[config.mk]
export PLATFORM = sky130hd
export DESIGN_NAME = eip_ext_irq
export DESIGN_NICKNAME = d
export VERILOG_FILES = /design/src/rtl/eip_pkg.sv /design/src/rtl/eip_sense.sv /design/src/rtl/eip_ext_irq.sv
export VERILOG_INCLUDE_DIRS = /design/src /design/src/rtl
export SDC_FILE = /design/constraint.sdc
export NUM_CORES = 1
export LEC_CHECK = 0
export BUFFER_PORTS_ARGS = -buffer_cell sky130_fd_sc_hd__buf_4
export CORE_UTILIZATION = 34
export CTS_BUF_LIST = sky130_fd_sc_hd__clkbuf_8
export DETAILED_ROUTE_END_ITERATION = 7
export MAX_ROUTING_LAYER = met4
export PLACE_DENSITY = 0.61
export SLEW_MARGIN = 15
export SYNTH_ARGS = -nofsm -noshare
export SYNTH_HDL_FRONTEND = slang
export SYNTH_SLANG_ARGS = --single-unit
[constraint.sdc]
create_clock -name core_clk -period 1.6 [get_ports core_clk]
set_input_delay 0.16 -clock core_clk [delete_from_list [all_inputs] [get_ports core_clk]]
set_output_delay 0.16 -clock core_clk [all_outputs]
set_load 0.005 [all_outputs]
[src/rtl/eip_defines.svh]
// Register offsets, field positions, reset values and timing counts
`ifndef EIP_DEFINES_SVH
`define EIP_DEFINES_SVH

// Byte addresses on the bus
`define EIP_ADDR_MCU_CONTROL 8'h00
`define EIP_ADDR_IRQ_ENABLE 8'h04
`define EIP_ADDR_IRQ_FLAGS 8'h08
`define EIP_ADDR_IRQ_STATUS 8'h0C
`define EIP_ADDR_IRQ_MASK 8'h10
`define EIP_ADDR_PIN_STATE 8'h14

// Reset values
`define EIP_RST_MCU_CONTROL 8'h00
`define EIP_RST_IRQ_ENABLE 8'h00
`define EIP_RST_IRQ_FLAGS 8'h00
`define EIP_RST_IRQ_STATUS 3'h0
`define EIP_RST_IRQ_MASK 3'h0

// Field positions
`define EIP_SENSE_A_LO 0
`define EIP_SENSE_A_HI 1
`define EIP_SENSE_B_LO 2
`define EIP_SENSE_B_HI 3
`define EIP_BIT_PIN_A 6
`define EIP_BIT_PIN_B 7
`define EIP_ST_PIN_A 0
`define EIP_ST_PIN_B 1
`define EIP_ST_WAKE 2

// Sense encodings
`define EIP_SENSE_LOW 2'h0
`define EIP_SENSE_ANY 2'h1
`define EIP_SENSE_FALL 2'h2
`define EIP_SENSE_RISE 2'h3

// Start-up time after a level wake
`define EIP_CLK_MHZ 20
`define EIP_STARTUP_NS 64000
`define EIP_STARTUP_CYC ((`EIP_STARTUP_NS * `EIP_CLK_MHZ + 999) / 1000)
`define EIP_STARTUP_W 11

`endif

[src/rtl/eip_pkg.sv]
// Types shared by the external pin interrupt block
package eip_pkg;
   typedef logic [1:0] eip_sense_type;
   typedef enum logic [1:0] {WK_IDLE, WK_ONE, WK_START} eip_wake_type;
endpackage

[src/rtl/eip_sense.sv]
// One pin: two-stage synchroniser and edge or change detector
`timescale 1ns/100ps
`include "eip_defines.svh"
module eip_sense (
   // Clock and reset
   input wire logic core_clk,
   input wire logic rst_b,
   // Pin and setup
   input wire logic pin,
   input wire eip_pkg::eip_sense_type sense,
   input wire logic detect_en,
   // Results
   output logic pin_lvl,
   output logic edge_hit
);
   import eip_pkg::*;

   logic sync1_reg;
   logic sync2_reg;
   logic prev_reg;

   always_ff @(posedge core_clk) begin
      if (!rst_b) begin
         sync1_reg <= 1'b1;
         sync2_reg <= 1'b1;
         prev_reg <= 1'b1;
      end else begin
         sync1_reg <= pin;
         sync2_reg <= sync1_reg;
         prev_reg <= sync2_reg;
      end
   end

   wire rise = sync2_reg & ~prev_reg;
   wire fall = ~sync2_reg & prev_reg;
   wire any_hit = (sense == `EIP_SENSE_ANY) & (rise | fall);
   wire fall_hit = (sense == `EIP_SENSE_FALL) & fall;
   wire rise_hit = (sense == `EIP_SENSE_RISE) & rise;

   assign pin_lvl = sync2_reg;
   // Edges count only while the I/O clock runs
   assign edge_hit = detect_en & (any_hit | fall_hit | rise_hit);
endmodule

[src/rtl/eip_ext_irq.sv]
// External pin interrupt block with AHB-Lite register slave
//
// The AHB-Lite slave port and the address map were decided locally.
`timescale 1ns/100ps
`include "eip_defines.svh"
// Functional notes
// - Pin activity raises requests even while the pin is driven as output.
// - In low-level mode the request stands while the pin is low and no wake is running.
// - Edges are seen only with the I/O clock running; level wakes sleep.
// - A level wake is sampled twice on watchdog ticks before waking.
// - A wake whose level vanishes before start-up ends gives no request.
// - Pin b sense is control bits 3:2: low, change, falling, rising.
// - Pin a sense is control bits 1:0 with the same encoding.
// - Pins are sampled before edge detection; pulses over a clock count.
// - A pin request needs its enable bit (b 7, a 6) and the global enable.
// - An event sets the pin's flag (b bit 7, a bit 6) to be vectored.
// - A flag clears on vector service or a one written to it.
// - In low-level mode the pin's flag always reads as cleared.
module eip_ext_irq (
   // Clock and reset
   input wire logic core_clk,
   input wire logic rst_b,
   // AHB-Lite slave
   input wire logic hsel,
   input wire logic [31:0] haddr,
   input wire logic [1:0] htrans,
   input wire logic hwrite,
   input wire logic [2:0] hsize,
   input wire logic [31:0] hwdata,
   input wire logic hready,
   output logic hreadyout,
   output logic hresp,
   output logic [31:0] hrdata,
   // External pins, read from the pad
   input wire logic ext_irq_pin_a,
   input wire logic ext_irq_pin_b,
   // Core side
   input wire logic core_glob_en,
   input wire logic vec_ack_a,
   input wire logic vec_ack_b,
   input wire logic io_clk_run,
   input wire logic sleep_pd,
   input wire logic wd_sample,
   output logic irq_req_a,
   output logic irq_req_b,
   output logic wake_req,
   output logic irq_out
);
   import eip_pkg::*;

   logic [7:0] mcu_control_reg;
   logic [7:0] mcu_control_next;
   logic [7:0] ext_irq_enable_reg;
   logic [7:0] ext_irq_enable_next;
   logic req_flag_a_reg;
   logic req_flag_a_next;
   logic req_flag_b_reg;
   logic req_flag_b_next;
   logic [2:0] irq_status_reg;
   logic [2:0] irq_status_next;
   logic [2:0] irq_mask_reg;
   logic [2:0] irq_mask_next;
   logic wr_pend_reg;
   logic [7:0] wr_addr_reg;
   logic [31:0] hrdata_reg;
   logic irq_req_a_reg;
   logic irq_req_b_reg;
   logic irq_out_reg;
   logic wake_req_reg;
   logic wake_int_reg;
   eip_wake_type wake_state_reg;
   eip_wake_type wake_state_next;
   logic [`EIP_STARTUP_W-1:0] start_cnt_reg;
   logic [`EIP_STARTUP_W-1:0] start_cnt_next;
   logic pin_lvl_a;
   logic pin_lvl_b;
   logic hit_a;
   logic hit_b;

   // Bus address phase
   wire addr_take = hsel & htrans[1] & hready;
   wire [7:0] a_off = haddr[7:0];
   wire a_low = haddr[31:8] == 24'h000000;
   wire sel_mcu = a_low & (a_off == `EIP_ADDR_MCU_CONTROL);
   wire sel_en = a_low & (a_off == `EIP_ADDR_IRQ_ENABLE);
   wire sel_flags = a_low & (a_off == `EIP_ADDR_IRQ_FLAGS);
   wire sel_stat = a_low & (a_off == `EIP_ADDR_IRQ_STATUS);
   wire sel_mask = a_low & (a_off == `EIP_ADDR_IRQ_MASK);
   wire sel_pins = a_low & (a_off == `EIP_ADDR_PIN_STATE);

   // Writes land in the data phase, when hwdata stands
   wire [7:0] wd = hwdata[7:0];
   wire wr_mcu = wr_pend_reg & (wr_addr_reg == `EIP_ADDR_MCU_CONTROL);
   wire wr_en = wr_pend_reg & (wr_addr_reg == `EIP_ADDR_IRQ_ENABLE);
   wire wr_flags = wr_pend_reg & (wr_addr_reg == `EIP_ADDR_IRQ_FLAGS);
   wire wr_stat = wr_pend_reg & (wr_addr_reg == `EIP_ADDR_IRQ_STATUS);
   wire wr_mask = wr_pend_reg & (wr_addr_reg == `EIP_ADDR_IRQ_MASK);

   // Sense and enable fields
   wire [1:0] sense_a = {mcu_control_reg[`EIP_SENSE_A_HI],
                         mcu_control_reg[`EIP_SENSE_A_LO]};
   wire [1:0] sense_b = {mcu_control_reg[`EIP_SENSE_B_HI],
                         mcu_control_reg[`EIP_SENSE_B_LO]};
   wire lvl_mode_a = sense_a == `EIP_SENSE_LOW;
   wire lvl_mode_b = sense_b == `EIP_SENSE_LOW;
   wire en_a = ext_irq_enable_reg[`EIP_BIT_PIN_A];
   wire en_b = ext_irq_enable_reg[`EIP_BIT_PIN_B];

   // Pin direction is never looked at, so driving the pin as an output
   // still raises requests: this is the software interrupt path.
   eip_sense u_sense_a (
      .core_clk(core_clk),
      .rst_b(rst_b),
      .pin(ext_irq_pin_a),
      .sense(sense_a),
      .detect_en(io_clk_run),
      .pin_lvl(pin_lvl_a),
      .edge_hit(hit_a)
   );

   eip_sense u_sense_b (
      .core_clk(core_clk),
      .rst_b(rst_b),
      .pin(ext_irq_pin_b),
      .sense(sense_b),
      .detect_en(io_clk_run),
      .pin_lvl(pin_lvl_b),
      .edge_hit(hit_b)
   );

   // Request flags: set wins over clear, forced low in level mode
   wire clr_a = (wr_flags & wd[`EIP_BIT_PIN_A]) | vec_ack_a;
   wire clr_b = (wr_flags & wd[`EIP_BIT_PIN_B]) | vec_ack_b;
   assign req_flag_a_next = ~lvl_mode_a
                            & ((req_flag_a_reg & ~clr_a) | hit_a);
   assign req_flag_b_next = ~lvl_mode_b
                            & ((req_flag_b_reg & ~clr_b) | hit_b);
   wire [7:0] flags_rd = {req_flag_b_reg, req_flag_a_reg, 6'h00};

   // Level wake: two watchdog samples, then the start-up wait
   wire low_a = en_a & lvl_mode_a & ~pin_lvl_a;
   wire low_b = en_b & lvl_mode_b & ~pin_lvl_b;
   wire wake_cand = low_a | low_b;
   wire wake_idle = wake_state_reg == WK_IDLE;
   wire start_last = start_cnt_reg ==
                     `EIP_STARTUP_W'(`EIP_STARTUP_CYC - 1);
   wire wake_int_hit = (wake_state_reg == WK_START) & start_last
                       & wake_cand;

   always_comb begin
      wake_state_next = wake_state_reg;
      start_cnt_next = start_cnt_reg;
      case (wake_state_reg)
         WK_IDLE: begin
            if (sleep_pd & wake_cand & wd_sample) begin
               wake_state_next = WK_ONE;
            end
         end
         WK_ONE: begin
            if (!sleep_pd) begin
               wake_state_next = WK_IDLE;
            end else if (wd_sample) begin
               wake_state_next = wake_cand ? WK_START : WK_IDLE;
               start_cnt_next = '0;
            end
         end
         WK_START: begin
            start_cnt_next = start_cnt_reg + `EIP_STARTUP_W'(1);
            if (start_last) begin
               wake_state_next = WK_IDLE;
            end
         end
         default: begin
            wake_state_next = WK_IDLE;
         end
      endcase
   end

   // Level requests carry the pin state directly and are held back
   // during a wake so that a level that vanishes gives no request.
   wire lvl_req_a = low_a & wake_idle;
   wire lvl_req_b = low_b & wake_idle;
   wire req_a_comb = core_glob_en & en_a
                     & (lvl_req_a | req_flag_a_reg);
   wire req_b_comb = core_glob_en & en_b
                     & (lvl_req_b | req_flag_b_reg);

   // Sticky status, write one to clear, set wins
   wire [2:0] st_set = {wake_int_hit, hit_b, hit_a};
   assign irq_status_next = (irq_status_reg & ~(wr_stat ? wd[2:0] : 3'h0))
                            | st_set;
   assign irq_mask_next = wr_mask ? wd[2:0] : irq_mask_reg;
   assign mcu_control_next = wr_mcu ? wd : mcu_control_reg;
   assign ext_irq_enable_next = wr_en ? {wd[7:6], 6'h00}
                                      : ext_irq_enable_reg;

   // Read data are picked in the address phase and held one cycle
   wire [7:0] pins_rd = {5'h00, wake_req_reg, pin_lvl_b, pin_lvl_a};
   wire [7:0] rd_byte = sel_mcu ? mcu_control_reg :
                        sel_en ? ext_irq_enable_reg :
                        sel_flags ? flags_rd :
                        sel_stat ? {5'h00, irq_status_reg} :
                        sel_mask ? {5'h00, irq_mask_reg} :
                        sel_pins ? pins_rd : 8'h00;

   always_ff @(posedge core_clk) begin
      if (!rst_b) begin
         wr_pend_reg <= 1'b0;
         wr_addr_reg <= 8'h00;
         hrdata_reg <= 32'h00000000;
      end else begin
         wr_pend_reg <= addr_take & hwrite & (sel_mcu | sel_en | sel_flags
                        | sel_stat | sel_mask);
         wr_addr_reg <= a_off;
         hrdata_reg <= (addr_take & ~hwrite) ? {24'h000000, rd_byte}
                                              : 32'h00000000;
      end
   end

   always_ff @(posedge core_clk) begin
      if (!rst_b) begin
         mcu_control_reg <= `EIP_RST_MCU_CONTROL;
         ext_irq_enable_reg <= `EIP_RST_IRQ_ENABLE;
         req_flag_a_reg <= 1'b0;
         req_flag_b_reg <= 1'b0;
         irq_status_reg <= `EIP_RST_IRQ_STATUS;
         irq_mask_reg <= `EIP_RST_IRQ_MASK;
      end else begin
         mcu_control_reg <= mcu_control_next;
         ext_irq_enable_reg <= ext_irq_enable_next;
         req_flag_a_reg <= req_flag_a_next;
         req_flag_b_reg <= req_flag_b_next;
         irq_status_reg <= irq_status_next;
         irq_mask_reg <= irq_mask_next;
      end
   end

   always_ff @(posedge core_clk) begin
      if (!rst_b) begin
         wake_state_reg <= WK_IDLE;
         start_cnt_reg <= '0;
         wake_req_reg <= 1'b0;
         wake_int_reg <= 1'b0;
      end else begin
         wake_state_reg <= wake_state_next;
         start_cnt_reg <= start_cnt_next;
         wake_req_reg <= wake_state_next == WK_START;
         wake_int_reg <= wake_int_hit;
      end
   end

   always_ff @(posedge core_clk) begin
      if (!rst_b) begin
         irq_req_a_reg <= 1'b0;
         irq_req_b_reg <= 1'b0;
         irq_out_reg <= 1'b0;
      end else begin
         irq_req_a_reg <= req_a_comb;
         irq_req_b_reg <= req_b_comb;
         irq_out_reg <= |(irq_status_reg & irq_mask_reg);
      end
   end

   assign hreadyout = 1'b1;
   assign hresp = 1'b0;
   assign hrdata = hrdata_reg;
   assign irq_req_a = irq_req_a_reg;
   assign irq_req_b = irq_req_b_reg;
   assign wake_req = wake_req_reg;
   assign irq_out = irq_out_reg;
endmodule

Yosys cells after proc, flatten, opt, wreduce, memory -nomap -nowiden --
Index checks and enable logic that the tools add are counted.
Cells by class: muxes and demuxes 16, bitwise operators 78, add/subtract/negate cells 1, reductions and logical operators 10, eq/ne operators 21
Operators by type and width (number):
- 1-bit AND | 48
- 8-bit by 4-bit == test with 1-bit output, second input constant | 4
- 8-bit by 5-bit == test with 1-bit output, second input constant | 3
- 24-bit zero test | 1
- 8-bit two-way mux | 3
- 11-bit two-way mux | 2
- 11-bit case mux with 2 select lines | 1
- 1-bit bitwise OR | 17
- 8-bit by 3-bit == test with 1-bit output, second input constant | 2
- 8-bit zero test | 2
- 2-bit == test, second input constant | 6
- 3-bit two-way mux | 4
- 11-bit by 1-bit adder with 11-bit output, second input constant | 1
- 11-bit == test, second input constant | 1
- 2-bit two-way mux | 5
- 1-bit NOT | 9
- 3-bit AND | 2
- 2-bit by 1-bit == test with 1-bit output, second input constant | 3
- 2-bit zero test | 3
- 2-bit case mux with 3 select lines | 1
- 2-bit != test, second input constant | 2
- 3-bit NOT | 1
- 3-bit bitwise OR | 1
- 3-bit AND reduction | 1
- other kinds (3) | 3
Storage, ports and cells: input bits 82, word-level logic and storage cells 148, flip-flop bits (word level) 82, output and inout port bits 38

Longest topological paths before layout --
word-level depth 9, gate-level depth with buffers 6, gate-level depth less buffers 6

Cells and area by module --
Synthesis repeated with hierarchy kept, for this count alone.
Second synthesis, totals: cell total of the unflattened synthesis 316, area total of the unflattened synthesis 2772.7 um^2
By module, submodules not included:
- eip_ext_irq | area an instance 2502.4 um^2, instances 1, cells each 288, sequential area each 1041.0 um^2
- eip_sense | area an instance 135.1 um^2, instances 2, cells each 14, sequential area each 60.1 um^2

Worst setup path after synthesis --
Ideal clock, no wire load.
path kind register -> register, start point register u_sense_b.sync2_reg, in the netlist u_sense_b.pin_lvl, end point register irq_status_reg[1], stages on the path, launching flop included 7, slack 0.205 ns, data required time 1.524 ns, setup time 0.076 ns, path buffers 0, arrival time 1.319 ns, clock period less this slack 1.395 ns, cell sequence dfxtp_1 inv_1 ha_1 or2_2 a21boi_0 o21ai_0 a21boi_0
Between the ends: word-level cells in the longest chain between the ends 8, elaborated cells on any way between the ends 11, classes of those cells bitwise (11)
RTL lines:
- start, declared | RTL line eip_sense.sv:19 | logic sync2_reg;
- start signal, assigned | RTL line eip_sense.sv:29 | sync2_reg <= sync1_reg;
- 1-bit NOT | RTL line eip_sense.sv:35 | wire fall = ~sync2_reg & prev_reg;
- 1-bit AND | RTL line eip_sense.sv:35
- 1-bit bitwise OR | RTL line eip_sense.sv:36 | wire any_hit = (sense == `EIP_SENSE_ANY) & (rise | fall);
- 1-bit AND | RTL line eip_sense.sv:36
- 1-bit bitwise OR | RTL line eip_sense.sv:42 | assign edge_hit = detect_en & (any_hit | fall_hit | rise_hit);
- 1-bit bitwise OR (*) | RTL line eip_sense.sv:42
- 1-bit AND (*) | RTL line eip_sense.sv:42
- 3-bit bitwise OR (*) | RTL line eip_ext_irq.sv:191 | | st_set;
- end signal, assigned | RTL line eip_ext_irq.sv:226 | irq_status_reg <= `EIP_RST_IRQ_STATUS;
- end signal, assigned | RTL line eip_ext_irq.sv:233 | irq_status_reg <= irq_status_next;
- end, declared | RTL line eip_ext_irq.sv:59 | logic [2:0] irq_status_reg;
Mark *: on every way between the ends. The rest lies on a longest branch, timed or not. A chain may end at the register's enable or synchronous reset.

Final worst setup path --
Ends and elaborated chain as after synthesis.

==> metrics.md <==
| Metric | Value |
|---|---|
| Setup crit start kind | register |
| # DRC | 0 |
| Largest net degree at the start of global routing | 61 |
| Reg-to-Reg End | irq_status_reg[1]$_SDFF_PN0_ |
| Initial Util | 35.8% |
| Outcome | completed |
| Util after Layout | 46.4% |
| Post-CTS Setup Repair Bufs | 0 |
| Worst skew pair latency | between 0.3 and 0.4 ns |
| Layout area overhead | 29.5% |
| Max Cap Viol | 0 |
| WS Path Type | register to register |
| Max FFs per register | 11 |
| Std-Cell Core Area | 7850 sq um |
| Count leader, synth | dfxtp_1 |
| Die Area | ~8600 sq um |
| HP Class | input pin to register |
| Vias | around 2400 |
| Synth top area cells | dfxtp_1, buf_4, o21ai_0 |
| Fin crit share | between 90% and 100% |
| Worst r2r src | u_sense_b.pin_lvl$_SDFF_PN1_ |
| Initial antenna violation count | 0 |
| Post-route ant nets | 0 |
| Post-Syn Area | 2810 sq um |
| Final Hold Viols | 0 |
| Vias in the first global route | ~2300 |
| RSZ-0062 raised after global routing | no |
| DRT iter0 DRCs | 98 |
| Die width | 92.9 microns |
| Leakage | about 1.6 nW |
| Flop2flop setup slack | between 0.1 and 0.15 ns |
| Register bit total from synthesis | a little under 60 |
| # port buffers | between 60 and 70 |
| Avg Cell Area, Syn | 8.75 sq um |
| CTS Buf Count | 9 |
| Worst Path Max Fanout | 2 |
| Synth warn | 0 |
| Final worst-path setup slack | between 0.1 and 0.15 ns |
| Min Hold Slack | 0.0267 ns |
| Top cell type by total area after synthesis | dfxtp_1 |
| Part of the Yosys area used for sequential elements | between 40% and 50% |
| Die Y | just over 90 microns |
| Synthesized instance count | roughly 320 |
| Max Slew Vio Count | 0 |
| Asr flop ratio synth | 0% |
| Rows | 32 |
| Max H-tree Level | 3 |
| Top cells by count, synth | dfxtp_1, buf_4, nand2_1 |
| CP required | 1.86 ns |
| Routability Congestion | 0.790 |
| Hold_sp | ext_irq_pin_b |
| CTS Buffer Depth | 2 |
| Skew final | 0.00773 ns |
| CP startpoint | u_sense_b.pin_lvl$_SDFF_PN1_ |
| CP arrival | 1.72 ns |
| Count of cell types in the netlist | between 40 and 50 |
| Place WS | approximately 0.081 ns |
| First-pass GRT wire length | roughly 10000 microns |
| Reg2Reg Depth | 6 |
| Root buf cell | clkbuf_8 |
| Top-area cell type share of the netlist area | 41.3% |
| Setup violators final | 0 |
| CP endpoint | irq_status_reg[1]$_SDFF_PN0_ |
| EDFF count, synth | 0 |
| Final TNS setup | 0 ns |
| Total gr overflow | 0 |
| Main synth FF type | dfxtp_1 |
| Fill count | about 790 |
| Routed len/inst | approximately 13 microns |
| Layout cell share with drive strength beyond 1 | about a quarter |
| Crit end category | register |
| Final WL | about 6300 microns |
| Peak supply drop | ~0.50 mV |
| CTS tree | built |
| Peak Freq | approximately 700 MHz |
| Final nets | between 400 and 500 |
| Pwr dens | about 990 nW/um^2 |
| Clk pin slew, worst setup/hold paths | 0.06 ns |
| Non-filler cells, final | 501 |
| Total Routing Usage GR | 15.9% |
| Multi-input logic area | 1450 sq um |
| Ant. Diodes | 0 |
| Initial DRT Pass Iterations | 4 |
| Minimum clock period | between 1 and 1.5 ns |
| Post-DP HPWL | 4660 microns |
| Cells after DPL | between 400 and 500 |
| Num ports | 120 |
| Clock Sinks | 58 |
| Seq. cell area | 1160 sq um |
| Vias per cell | about 4.8 |
-- repair_timing --
action                                  4_1_cts  5_1_grt
endpoints found under the setup margin        0        2
gates resized for setup                       0        2
hold buffers                                  1        0
endpoints found under the hold margin         1        0
-- stage by stage --
step                      power, mW  cell area [sq um]
after global placement         1.73               3340
after CTS                      3.64               3640
after global routing           3.73               3640
final                          3.60               3640
after detailed placement       1.73               3340
after floorplan                1.64               2900
-- kinds of logic (layout without fill, tap and decap cells) --
family	after synthesis	after routing	share of synthesized area [%]
compound gates	55	55	12.6
fa+ha+maj	5	5	2.23
buf+inv	48	102	10.5
flops	58	58	41.3
mux	10	10	3.56
other cells	2	26	0.267
simple gates	143	143	29.6
-- layer usage --
metal  track usage [%]  up-vias  routed length [microns]
met4              4.74        0                       48
met5                 -        -                        0
met1              18.0     1094                     2810
li1                  -     1213                        -
met3              5.09        4                      376
met2              26.7       70                     3070
-- where the power goes --
| group | internal (mW) | switching (mW) |
|---|---|---|
| Combinational | 0.125 | 0.104 |
| Sequential | 1.46 | 0.0102 |
| Clock | 1.32 | 0.576 |
| Total | 2.91 | 0.690 |
-- cells in the final DEF, fill, tap and decap left out, drive strengths merged, types with 6 or more instances in the layout --
| cell | netlist | final |
|---|---|---|
| nand2b | 7 | 7 |
| and3 | 7 | 7 |
| dfxtp | 58 | 58 |
| o21ai | 24 | 24 |
| a31o | 6 | 6 |
| nor4 | 8 | 8 |
| mux2i | 10 | 10 |
| buf | 32 | 74 |
| clkbuf | 5 | 12 |
| inv | 11 | 11 |
| conb | 2 | 26 |
| nand2 | 26 | 26 |
| a21boi | 11 | 11 |
| nor2b | 7 | 7 |
| a21oi | 6 | 6 |
| nand3 | 22 | 22 |
| nor2 | 22 | 22 |
| and2 | 14 | 14 |
-- layout make-up --
class	count	share of cell area, %
multi-input combinational	239	39.7
timing repair buffer	75	15.9
sequential	58	31.9
clock buffer	12	4.54
tap	102	3.51
inverter	11	1.13
clock inverter	4	3.30
-- critical path, cell delays in order (launching register included) --
cell,delay [ns]
dfxtp_1,0.33
inv_1,0.06
ha_1,0.28
or2_2,0.27
a21boi_0,0.19
o21ai_1,0.13
a21boi_0,0.15
-- worst min-delay path by stage --
stage | end | slack [ns] | cells past startpoint
2_1_floorplan | u_sense_a.sync1_reg$_SDFF_PN1_ | 0.26 | 1
3_3_place_gp | u_sense_a.sync1_reg$_SDFF_PN1_ | 0.34 | 2
3_5_place_dp | u_sense_a.sync1_reg$_SDFF_PN1_ | 0.35 | 2
4_1_cts | u_sense_b.sync1_reg$_SDFF_PN1_ | 0.02 | 2
5_1_grt | u_sense_b.sync1_reg$_SDFF_PN1_ | 0.01 | 2
6_report | u_sense_b.sync1_reg$_SDFF_PN1_ | 0.03 | 2
No activity file was read; power rests on OpenSTA's default activity.
